--- src/rtl/usart_pkg.sv ---
// Purpose: shared constants, types and register map of the serial transceiver
// Assumes: AHB-Lite word registers, one system clock
// Notes: bit positions below index the low byte of each register word
// What this block does
// RULE_01 - transmit and receive run independently with separate data registers
// RULE_02 - four clock modes: async normal, async double, sync master, sync slave
// RULE_03 - sync_select chooses asynchronous or synchronous operation for both directions
// RULE_04 - in sync mode pin direction picks internal master or external slave clock
// RULE_05 - double_speed acts only in asynchronous operation
// RULE_06 - transfer clock pin is used only in synchronous mode
// RULE_07 - slave transfer clock is synchronised before clocking transmitter or receiver
// RULE_08 - one transmit write buffer lets frames follow with no gap
// RULE_09 - two-entry circular receive FIFO, each data read consumes one entry
// RULE_10 - frame error, overrun and ninth bit stored with each word; read first
// RULE_11 - with FIFO full, finished word waits in shifter until next start bit
// RULE_12 - receiver reports frame error, overrun and parity error
// RULE_13 - clock and data recovery used for asynchronous reception only
// RULE_14 - 5 to 9 data bits, one or two stop bits, same for both directions
// RULE_15 - parity generated on transmit, checked on receive, odd or even
// RULE_16 - receive noise filter: low-pass majority vote and false start rejection
// RULE_17 - three interrupt sources: transmit complete, data empty, receive complete
// RULE_18 - clock generator, transmitter and receiver share one control register set
// RULE_19 - baud down-counter reloads at zero or on divisor write, ticks at zero
// RULE_20 - bit time is 2, 8 or 16 baud ticks depending on mode
// RULE_21 - external clock takes two system clocks through sync and edge detect; here it takes three
// RULE_22 - polarity clear: change on rising, sample on falling; set reverses
package usart_pkg;
  localparam logic [7:0] OFS_DATA = 8'h00;
  localparam logic [7:0] OFS_CSA = 8'h04;
  localparam logic [7:0] OFS_CSB = 8'h08;
  localparam logic [7:0] OFS_CSC = 8'h0c;
  localparam logic [7:0] OFS_BAUD = 8'h10;
  localparam logic [7:0] OFS_DIR = 8'h14;
  localparam logic [2:0] SIZE_WORD = 3'h2;
  localparam int BAUD_W = 12;
  localparam logic [4:0] OVS_NORM = 5'h10;
  localparam logic [4:0] OVS_DBL = 5'h08;
  localparam logic [3:0] NB_BASE = 4'h5;
  localparam logic [3:0] NB_MAX = 4'h9;
  localparam logic [1:0] FIFO_FULL = 2'h2;
  localparam logic [1:0] CSZ_RST = 2'h3;
  // ctrl_status_a bits
  localparam int A_RXC = 7;
  localparam int A_TXC = 6;
  localparam int A_EMPTY = 5;
  localparam int A_FE = 4;
  localparam int A_DOR = 3;
  localparam int A_PE = 2;
  localparam int A_U2X = 1;
  // ctrl_status_b bits
  localparam int B_RXCIE = 7;
  localparam int B_TXCIE = 6;
  localparam int B_EIE = 5;
  localparam int B_RXEN = 4;
  localparam int B_TXEN = 3;
  localparam int B_SZ2 = 2;
  localparam int B_RX9 = 1;
  localparam int B_TX9 = 0;
  // ctrl_status_c bits
  localparam int C_SYNC = 6;
  localparam int C_PM = 4;
  localparam int C_STOP2 = 3;
  localparam int C_SZ = 1;
  localparam int C_POL = 0;
  localparam int D_DIR = 0;

  typedef struct packed {
    logic [8:0] data;
    logic fe;
    logic overrun_flag;
    logic pe;
  } rx_entry_s;

  typedef struct packed {
    logic u2x;
    logic rxcie;
    logic txcie;
    logic eie;
    logic rxen;
    logic txen;
    logic sz2;
    logic tx9;
    logic sync;
    logic [1:0] pm;
    logic stop2;
    logic [1:0] sz;
    logic pol;
    logic dir;
    logic [BAUD_W-1:0] baud;
  } cfg_s;

  typedef struct packed {
    logic rx_done;
    logic tx_done;
    logic tx_empty;
  } irq_s;

  typedef enum logic [2:0] {
    BUS_IDLE = 3'b001,
    BUS_WAIT = 3'b010,
    BUS_DONE = 3'b100
  } bus_state_e;

  typedef enum logic [5:0] {
    TX_IDLE = 6'b000001,
    TX_START = 6'b000010,
    TX_DATA = 6'b000100,
    TX_PAR = 6'b001000,
    TX_STOP1 = 6'b010000,
    TX_STOP2 = 6'b100000
  } tx_state_e;

  typedef enum logic [5:0] {
    RX_IDLE = 6'b000001,
    RX_START = 6'b000010,
    RX_DATA = 6'b000100,
    RX_PAR = 6'b001000,
    RX_STOP = 6'b010000,
    RX_HOLD = 6'b100000
  } rx_state_e;
endpackage

--- src/rtl/usart_core.sv ---
// Purpose: full-duplex serial transceiver with AHB-Lite register slave
// Assumes: single 10 MHz clock, synchronous active-low reset
// Notes: every bus access takes one wait state
`timescale 1ns/100ps
module usart_core
(
  input wire logic clk, // system clock
  input wire logic resetn, // sync reset, low active
  input wire logic hsel, // slave select
  input wire logic [31:0] haddr, // byte address
  input wire logic [1:0] htrans, // transfer type
  input wire logic hwrite, // write when high
  input wire logic [2:0] hsize, // transfer size
  input wire logic [31:0] hwdata, // write data
  input wire logic hready, // bus ready
  output logic [31:0] hrdata, // read data
  output logic hreadyout, // slave ready
  output logic hresp, // always okay
  input wire logic rxd, // serial receive pin
  output logic txd, // serial transmit pin
  input wire logic xck_i, // transfer clock pin in
  output logic xck_o, // transfer clock pin out
  output logic xck_oe, // transfer clock drive enable
  output usart_pkg::irq_s irq // interrupt requests
);
  import usart_pkg::*;

  typedef struct packed {
    bus_state_e bst;
    logic wr;
    logic [7:0] adr;
    logic ok;
    logic [31:0] rdat;
    cfg_s cfg;
    logic [BAUD_W-1:0] bcnt;
    logic [2:0] rs;
    logic rf;
    logic [2:0] xs;
    logic xf;
    logic xo;
    tx_state_e tst;
    logic [8:0] tbuf;
    logic tfull;
    logic [8:0] tsh;
    logic [3:0] tbit;
    logic [4:0] tpre;
    logic tpar;
    logic txd;
    logic tdone;
    rx_state_e rst;
    logic [8:0] rsh;
    logic [3:0] rbit;
    logic [4:0] rpre;
    logic [2:0] maj;
    logic rpar;
    logic rfe;
    logic rpe;
    logic ovp;
    rx_entry_s [1:0] fifo;
    logic wp;
    logic rp;
    logic [1:0] cnt;
  } st_s;

  st_s s_q;
  st_s s_d;
  rx_entry_s head;
  rx_entry_s ent;
  logic [31:0] rv;
  logic [4:0] ovs;
  logic [3:0] nb;
  logic take;
  logic wen;
  logic twr;
  logic bwr;
  logic pop;
  logic tick;
  logic master;
  logic rise;
  logic fall;
  logic chg;
  logic smp;
  logic tstep;
  logic fin;
  logic ld;
  logic rsmp;
  logic rval;
  logic strt;
  logic brx;
  logic psh;

  // data bits per frame from size code
  function automatic logic [3:0] nbits(input logic sz2, input logic [1:0] sz);
    nbits = sz2 ? NB_MAX : NB_BASE + {2'b00, sz};
  endfunction

  // next state of the whole block
  always_comb
  begin
    s_d = s_q;
    head = s_q.fifo[s_q.rp];
    ent = '0;
    rv = '0;
    fin = 1'b0;
    ld = 1'b0;
    brx = 1'b0;
    psh = 1'b0;
    nb = nbits(s_q.cfg.sz2, s_q.cfg.sz); // RULE_14 RULE_18
    master = s_q.cfg.sync & s_q.cfg.dir; // RULE_02 RULE_04
    ovs = s_q.cfg.u2x ? OVS_DBL : OVS_NORM; // RULE_05 RULE_20
    tick = (s_q.bcnt == '0);

    // bus address phase capture and data phase
    take = hsel & htrans[1] & hready;
    unique case (s_q.bst)
      BUS_IDLE, BUS_DONE:
      begin
        s_d.bst = BUS_IDLE;
        if (take)
        begin
          s_d.bst = BUS_WAIT;
          s_d.wr = hwrite;
          s_d.adr = haddr[7:0];
          s_d.ok = (hsize == SIZE_WORD) & (haddr[31:8] == '0) & (haddr[1:0] == 2'h0);
        end
      end
      BUS_WAIT:
      begin
        s_d.bst = BUS_DONE;
      end
    endcase
    wen = (s_q.bst == BUS_WAIT) & s_q.wr & s_q.ok;
    twr = wen & (s_q.adr == OFS_DATA);
    bwr = wen & (s_q.adr == OFS_BAUD);
    pop = (s_q.bst == BUS_WAIT) & ~s_q.wr & s_q.ok & (s_q.adr == OFS_DATA) & (s_q.cnt != 2'h0);

    // register read mux, flags come from the FIFO head
    if ((s_q.bst == BUS_WAIT) & ~s_q.wr)
    begin
      if (s_q.ok)
      begin
        unique case (s_q.adr)
          OFS_DATA: rv[7:0] = head.data[7:0]; // RULE_01
          OFS_CSA:
          begin
            rv[A_RXC] = (s_q.cnt != 2'h0);
            rv[A_TXC] = s_q.tdone;
            rv[A_EMPTY] = ~s_q.tfull;
            rv[A_FE] = (s_q.cnt != 2'h0) & head.fe; // RULE_10 RULE_12
            rv[A_DOR] = (s_q.cnt != 2'h0) & head.overrun_flag;
            rv[A_PE] = (s_q.cnt != 2'h0) & head.pe;
            rv[A_U2X] = s_q.cfg.u2x;
          end
          OFS_CSB:
          begin
            rv[B_RXCIE] = s_q.cfg.rxcie;
            rv[B_TXCIE] = s_q.cfg.txcie;
            rv[B_EIE] = s_q.cfg.eie;
            rv[B_RXEN] = s_q.cfg.rxen;
            rv[B_TXEN] = s_q.cfg.txen;
            rv[B_SZ2] = s_q.cfg.sz2;
            rv[B_RX9] = (s_q.cnt != 2'h0) & head.data[8]; // RULE_10
            rv[B_TX9] = s_q.cfg.tx9;
          end
          OFS_CSC:
          begin
            rv[C_SYNC] = s_q.cfg.sync;
            rv[C_PM+1:C_PM] = s_q.cfg.pm;
            rv[C_STOP2] = s_q.cfg.stop2;
            rv[C_SZ+1:C_SZ] = s_q.cfg.sz;
            rv[C_POL] = s_q.cfg.pol;
          end
          OFS_BAUD: rv[BAUD_W-1:0] = s_q.cfg.baud;
          OFS_DIR: rv[D_DIR] = s_q.cfg.dir;
          default: rv = '0;
        endcase
      end
      s_d.rdat = rv;
    end

    // register writes, one shared set for all units
    if (wen)
    begin
      unique case (s_q.adr)
        OFS_CSA:
        begin
          s_d.cfg.u2x = hwdata[A_U2X];
          if (hwdata[A_TXC])
          begin
            s_d.tdone = 1'b0;
          end
        end
        OFS_CSB:
        begin
          s_d.cfg.rxcie = hwdata[B_RXCIE];
          s_d.cfg.txcie = hwdata[B_TXCIE];
          s_d.cfg.eie = hwdata[B_EIE];
          s_d.cfg.rxen = hwdata[B_RXEN];
          s_d.cfg.txen = hwdata[B_TXEN];
          s_d.cfg.sz2 = hwdata[B_SZ2];
          s_d.cfg.tx9 = hwdata[B_TX9];
        end
        OFS_CSC:
        begin
          s_d.cfg.sync = hwdata[C_SYNC]; // RULE_03
          s_d.cfg.pm = hwdata[C_PM+1:C_PM];
          s_d.cfg.stop2 = hwdata[C_STOP2];
          s_d.cfg.sz = hwdata[C_SZ+1:C_SZ];
          s_d.cfg.pol = hwdata[C_POL];
        end
        OFS_BAUD: s_d.cfg.baud = hwdata[BAUD_W-1:0];
        OFS_DIR: s_d.cfg.dir = hwdata[D_DIR];
        default: s_d.cfg = s_q.cfg;
      endcase
    end

    // baud down-counter
    s_d.bcnt = (tick | bwr) ? s_d.cfg.baud : s_q.bcnt - 1'b1; // RULE_19

    // three-stage pin synchronisers, filtered once stages 2 and 3 agree
    s_d.rs = {s_q.rs[1:0], rxd};
    if (s_q.rs[1] == s_q.rs[2])
    begin
      s_d.rf = s_q.rs[2];
    end
    s_d.xs = {s_q.xs[1:0], xck_i};
    if (s_q.xs[1] == s_q.xs[2])
    begin
      s_d.xf = s_q.xs[2]; // RULE_07 RULE_21
    end

    // transfer clock edges, master divides the tick by two
    s_d.xo = master ? (s_q.xo ^ tick) : 1'b0;
    if (master)
    begin
      rise = tick & ~s_q.xo; // RULE_04
      fall = tick & s_q.xo;
    end
    else
    begin
      rise = s_q.cfg.sync & (s_q.xs[1] == s_q.xs[2]) & s_q.xs[2] & ~s_q.xf; // RULE_07 RULE_21
      fall = s_q.cfg.sync & (s_q.xs[1] == s_q.xs[2]) & ~s_q.xs[2] & s_q.xf;
    end
    chg = s_q.cfg.pol ? fall : rise; // RULE_22
    smp = s_q.cfg.pol ? rise : fall; // RULE_22

    // transmitter bit timing
    if (tick)
    begin
      s_d.tpre = (s_q.tpre == ovs - 5'h1) ? 5'h0 : s_q.tpre + 5'h1; // RULE_20
    end
    tstep = s_q.cfg.sync ? chg : (tick & (s_q.tpre == ovs - 5'h1)); // RULE_03

    // transmitter frame sequencer
    if (tstep)
    begin
      unique case (s_q.tst)
        TX_IDLE: ld = s_q.tfull;
        TX_START:
        begin
          s_d.txd = s_q.tsh[0];
          s_d.tpar = s_q.tpar ^ s_q.tsh[0]; // RULE_15
          s_d.tsh = s_q.tsh >> 1;
          s_d.tbit = 4'h1;
          s_d.tst = TX_DATA;
        end
        TX_DATA:
        begin
          if (s_q.tbit == nb) // RULE_14
          begin
            s_d.txd = s_q.cfg.pm[1] ? s_q.tpar : 1'b1; // RULE_15
            s_d.tst = s_q.cfg.pm[1] ? TX_PAR : TX_STOP1;
          end
          else
          begin
            s_d.txd = s_q.tsh[0];
            s_d.tpar = s_q.tpar ^ s_q.tsh[0];
            s_d.tsh = s_q.tsh >> 1;
            s_d.tbit = s_q.tbit + 4'h1;
          end
        end
        TX_PAR:
        begin
          s_d.txd = 1'b1;
          s_d.tst = TX_STOP1;
        end
        TX_STOP1:
        begin
          if (s_q.cfg.stop2) // RULE_14
          begin
            s_d.tst = TX_STOP2;
          end
          else
          begin
            fin = 1'b1;
          end
        end
        TX_STOP2: fin = 1'b1;
      endcase
    end
    if (fin)
    begin
      ld = s_q.tfull; // RULE_08
      if (!s_q.tfull)
      begin
        s_d.tdone = 1'b1; // RULE_17
        s_d.tst = TX_IDLE;
      end
    end
    if (ld & s_q.cfg.txen)
    begin
      s_d.tsh = s_q.tbuf; // RULE_08
      s_d.tfull = 1'b0;
      s_d.txd = 1'b0;
      s_d.tpar = s_q.cfg.pm[0];
      s_d.tbit = 4'h0;
      s_d.tst = TX_START;
    end
    if (!s_q.cfg.txen)
    begin
      s_d.tst = TX_IDLE;
      s_d.txd = 1'b1;
    end
    if (twr)
    begin
      s_d.tbuf = {s_q.cfg.tx9, hwdata[7:0]}; // RULE_01 RULE_08
      s_d.tfull = 1'b1;
    end

    // receiver sample timing and majority filter
    if (tick)
    begin
      s_d.maj = {s_q.maj[1:0], s_q.rf}; // RULE_16
      s_d.rpre = (s_q.rpre == ovs - 5'h1) ? 5'h0 : s_q.rpre + 5'h1; // RULE_20
    end
    rsmp = s_q.cfg.sync ? smp : (tick & (s_q.rpre == (ovs >> 1))); // RULE_13
    rval = s_q.cfg.sync ? s_q.rf
      : ((s_q.maj[0] & s_q.maj[1]) | (s_q.maj[0] & s_q.maj[2]) | (s_q.maj[1] & s_q.maj[2])); // RULE_13 RULE_16
    strt = s_q.cfg.sync ? (smp & ~s_q.rf) : (tick & ~s_q.rf);

    // FIFO read side frees a slot first
    if (pop)
    begin
      s_d.rp = ~s_q.rp; // RULE_09
      s_d.cnt = s_q.cnt - 2'h1;
    end

    // receiver frame sequencer
    unique case (s_q.rst)
      RX_IDLE: brx = strt;
      RX_START:
      begin
        if (rsmp)
        begin
          s_d.rst = rval ? RX_IDLE : RX_DATA; // RULE_16
        end
      end
      RX_DATA:
      begin
        if (rsmp)
        begin
          s_d.rsh = {rval, s_q.rsh[8:1]};
          s_d.rpar = s_q.rpar ^ rval;
          s_d.rbit = s_q.rbit + 4'h1;
          if (s_q.rbit == nb - 4'h1) // RULE_14
          begin
            s_d.rst = s_q.cfg.pm[1] ? RX_PAR : RX_STOP;
          end
        end
      end
      RX_PAR:
      begin
        if (rsmp)
        begin
          s_d.rpe = rval ^ s_q.rpar; // RULE_12 RULE_15
          s_d.rst = RX_STOP;
        end
      end
      RX_STOP:
      begin
        if (rsmp)
        begin
          s_d.rfe = ~rval; // RULE_12
          s_d.rsh = s_q.rsh >> (NB_MAX - nb);
          psh = 1'b1;
        end
      end
      RX_HOLD:
      begin
        psh = 1'b1;
        if ((s_d.cnt == FIFO_FULL) & strt)
        begin
          psh = 1'b0; // RULE_11
          s_d.ovp = 1'b1; // RULE_12
          brx = 1'b1;
        end
      end
    endcase

    // store word with its flags, else keep it in the shifter
    ent = '{data: s_d.rsh, fe: s_d.rfe, overrun_flag: s_q.ovp, pe: s_d.rpe}; // RULE_10
    if (psh)
    begin
      if (s_d.cnt != FIFO_FULL)
      begin
        s_d.fifo[s_q.wp] = ent; // RULE_09
        s_d.wp = ~s_q.wp;
        s_d.cnt = s_d.cnt + 2'h1;
        s_d.ovp = 1'b0;
        s_d.rst = RX_IDLE;
      end
      else
      begin
        s_d.rst = RX_HOLD; // RULE_11
      end
    end
    if (brx)
    begin
      s_d.rpe = 1'b0;
      s_d.rfe = 1'b0;
      s_d.rbit = 4'h0;
      s_d.rpar = s_q.cfg.pm[0];
      s_d.rpre = 5'h0;
      s_d.rst = s_q.cfg.sync ? RX_DATA : RX_START; // RULE_13
    end
    if (!s_q.cfg.rxen)
    begin
      s_d.rst = RX_IDLE;
      s_d.cnt = 2'h0;
      s_d.rp = s_q.wp;
      s_d.ovp = 1'b0;
    end
  end

  // state register with synchronous reset
  always_ff @(posedge clk)
  begin
    if (!resetn)
    begin
      s_q <= '0;
      s_q.bst <= BUS_IDLE;
      s_q.tst <= TX_IDLE;
      s_q.rst <= RX_IDLE;
      s_q.txd <= 1'b1;
      s_q.rs <= '1;
      s_q.rf <= 1'b1;
      s_q.maj <= '1;
      s_q.cfg.sz <= CSZ_RST;
    end
    else
    begin
      s_q <= s_d;
    end
  end

  // outputs
  assign hrdata = s_q.rdat;
  assign hreadyout = (s_q.bst != BUS_WAIT);
  assign hresp = 1'b0;
  assign txd = s_q.txd; // RULE_01
  assign xck_o = s_q.xo;
  assign xck_oe = master; // RULE_06
  assign irq.rx_done = s_q.cfg.rxcie & (s_q.cnt != 2'h0); // RULE_17
  assign irq.tx_done = s_q.cfg.txcie & s_q.tdone; // RULE_17
  assign irq.tx_empty = s_q.cfg.eie & ~s_q.tfull; // RULE_17
endmodule

--- config.mk ---
export PLATFORM = sky130hd
export DESIGN_NAME = usart_core
export DESIGN_NICKNAME = d
export VERILOG_FILES = /design/src/rtl/usart_pkg.sv /design/src/rtl/usart_core.sv
export SDC_FILE = /design/constraint.sdc
export NUM_CORES = 1
export LEC_CHECK = 0
export BUFFER_PORTS_ARGS = -buffer_cell sky130_fd_sc_hd__buf_2
export CAP_MARGIN = 20
export CORE_ASPECT_RATIO = 1.25
export CORE_UTILIZATION = 35
export CTS_CLUSTER_SIZE = 20
export DETAILED_ROUTE_END_ITERATION = 8
export HOLD_SLACK_MARGIN = 0.1
export PLACE_DENSITY = 0.52
export SYNTH_ARGS = -nofsm -noshare
export SYNTH_HDL_FRONTEND = slang
export SYNTH_SLANG_ARGS = --single-unit
--- constraint.sdc ---
create_clock -name clk -period 11.5 [get_ports clk]
set_clock_uncertainty 0.1 [all_clocks]
set_input_delay 1.15 -clock clk [delete_from_list [all_inputs] [get_ports clk]]
set_output_delay 1.15 -clock clk [all_outputs]
set_load 0.005 [all_outputs]
==> impl_results.md <==
- Status: finished, final reports clean
- Gr ovfl total: 0
- DIE AREA: 26400 um2
- # hold bufs at CTS: 0
- Leakage: 3.87 nW
- TritonRoute pass-1 iters: 5
- Final period util: 38.6%
- Placer Congestion: around 0.84
- DR vias: 7260
- Vias per std cell: 5.17
- Worst slew margin: between 20% and 30%
- Initial DRC Count: 502
- Post-Syn Area per Cell: roughly 9 um2
- Most common cell after layout, fill and taps aside: dfxtp_1
- Global-route wire length before repair: 36200 um
- Reg clk slew, reported paths: 0.08 ns
- Max Cap Viol: 0
- Die extent in x: around 150 um
- Initial Utilization: between 30% and 40%
- RSZ-0062 raised after global routing: false
- Worst Min Path Start: s_d[103]
- H-tree lvl count: 4
- Placed cell count: 1371
- Reg2Reg Launch Point: s_q[181]
- HP Class: reg2reg
- ANT cells: 0
- Overall power: 1.45 mW
- ANT nets after route: 0
- Cells after Synth: 1026
- Core area: 25200 um2
- Post-synth EDFFs: 0
- Worst vdd ir: 0.000104 V
- Total number of yosys warnings: 0
- Finished Layout Cells: 1403
- Root Driver: clkbuf_16
- Final TNS setup: 0 ns
- NumNets Final: 1147
- Placed Area: 9410 um2
- Worst-Margin Slew: between 1 and 1.5 ns
- Fmax: 225 MHz
- Initial antenna violation count: 0
- Synth unique cells: 78
- Critical Path Source Type: flip-flop
- Number of global-route vias before repair: about 7000
- CP required: 11.71 ns
- DRC Markers: 0
- # rows: 65
- Post-synthesis sequential area ratio: 37.8%
- Max-slew violation count: 0
- DR WL/cell: between 15 and 20 um
- Die H: 181 um
- CP endpoint kind: flip-flop
- Clock Tree Buf Depth: 2
- Area growth from synthesis to final layout: 11.2%
- Post-CTS Setup Repair Bufs: 0
- Clock tree from TritonCTS: built
- Total track usage: 17.3%
- Crit path max fanout: 17
- Largest net degree at the start of global routing: 97
- Synth Register Bits: 170
- HPWL after DPL: 16000 um
- Fin. Hold Viols: 0
- I/O Pins: 116
- Min Tclk post-route: between 4 and 5 ns
- Critical path arrival: 4.64 ns
- Clk_lat worst skew: 0.44 ns
- Detailed Route WL: 22400 um
- Most frequent cells in the layout: 170 x dfxtp_1, 129 x nand2_1, 72 x buf_2
- # resized after CTS: 0
- Top_reg_cell synth: dfxtp_1
- Final core utilization: 39.7%
- CP startpoint: s_q[181]
- Synth Cell Area: 9000 um2
- # setup viols final: 0
- Setup Crit Path Kind: reg2reg
- Num CTS Buffers: 17
- Reg2Reg Setup Slack: 7.06 ns
- PwrDens: about 150 nW/um2
- Port-buffer cells: 73
- Share of cells above drive strength 1: 13.8%
- Final Instance Area: 10000 um2
- Asr flop ratio synth: 0%
- CTS Sinks: 170
## layer usage
layer / wire length [um] / up-vias / track usage, % / part of all wire [%]
met5: 0 / - / 0 / 0
li1: - / 3646 / - / -
met1: 10100 / 3429 / 21.4 / 45
met3: 870 / 21 / 3.11 / 3.9
met2: 11000 / 164 / 30.2 / 49
met4: 384 / 0 / 5.56 / 1.7
## final timing paths
kind | endpoint | cells after the start
min | s_d[104] | 1
max | s_q[57] | 14
max reg2reg | s_q[57] | 14
min reg2reg | s_d[104] | 1
## per-stage QoR
stage	hold slack, ns	worst slack, ns
after floorplan	0.286	7.86
after global placement	0.288	7.11
after detailed placement	0.294	7.07
after CTS	0.308	7.03
after global routing	0.353	6.67
final	0.310	7.06
## power by group
part / total, mW / switching [mW] / internal (mW)
registers: 0.642 / 0.0259 / 0.616
logic: 0.229 / 0.130 / 0.0987
clock network: 0.582 / 0.288 / 0.294
## cells in the mapped netlist (all sizes together) (4+ instances only)
cell	count	share of area (%)
ha	16	2.2
nor2	62	2.6
o211a	26	2.9
inv	23	0.96
mux2i	62	6.9
o21ai	45	2.6
a31oi	5	0.35
nand3	26	1.4
nand2	130	5.5
mux2	4	0.50
and3	6	0.42
dfxtp	170	38
buf	48	3.8
a22oi	19	1.6
or3	7	0.49
nor3	14	0.83
nand2b	17	1.2
nand4	10	0.70
a211oi	11	1.3
a21boi	34	2.8
o211ai	15	1.3
and2	13	0.90
nor4	11	1.1
nand3b	9	0.75
mux4	6	1.5
xor2	18	1.8
o22ai	11	0.76
clkbuf	39	1.6
nor2b	60	4.2
or2	6	0.42
xnor2	14	1.4
a21oi	32	1.9
## layout make-up
type                       count  area (um2)
fill                        2641       15200
multi-input combinational    765        5090
sequential                   170        3400
clock buffer                  17         425
tap                          335         419
timing repair buffer          77         398
clock inverter                15         179
inverter                      24        91.3
## kinds of logic after synthesis
group | after synthesis | share of synthesized area [%]
AO/OA/AOI/OAI | 233 | 18.9
adder cells (fa/ha/maj) | 17 | 2.34
flip-flops | 170 | 37.8
AND/OR/NAND/NOR | 390 | 22.4
XOR/XNOR | 32 | 3.11
multiplexers | 72 | 8.90
buffers and inverters | 111 | 6.48
other | 1 | 0.0417
## worst max-delay path, cell delays in order (launching register included)
cell and delay [ns]:
dfxtp_1 0.53, inv_2 0.21, nand3_1 0.15, or3_1 0.44, nor3_1 0.55, mux2_2 0.43, inv_1 0.06, ha_1 0.34
nand3b_1 0.13, a211oi_2 0.50, nor3_1 0.13, a211oi_2 0.32, nor3_2 0.14, nor3_1 0.20, a211oi_1 0.07
(Power assumes the default switching activity.)
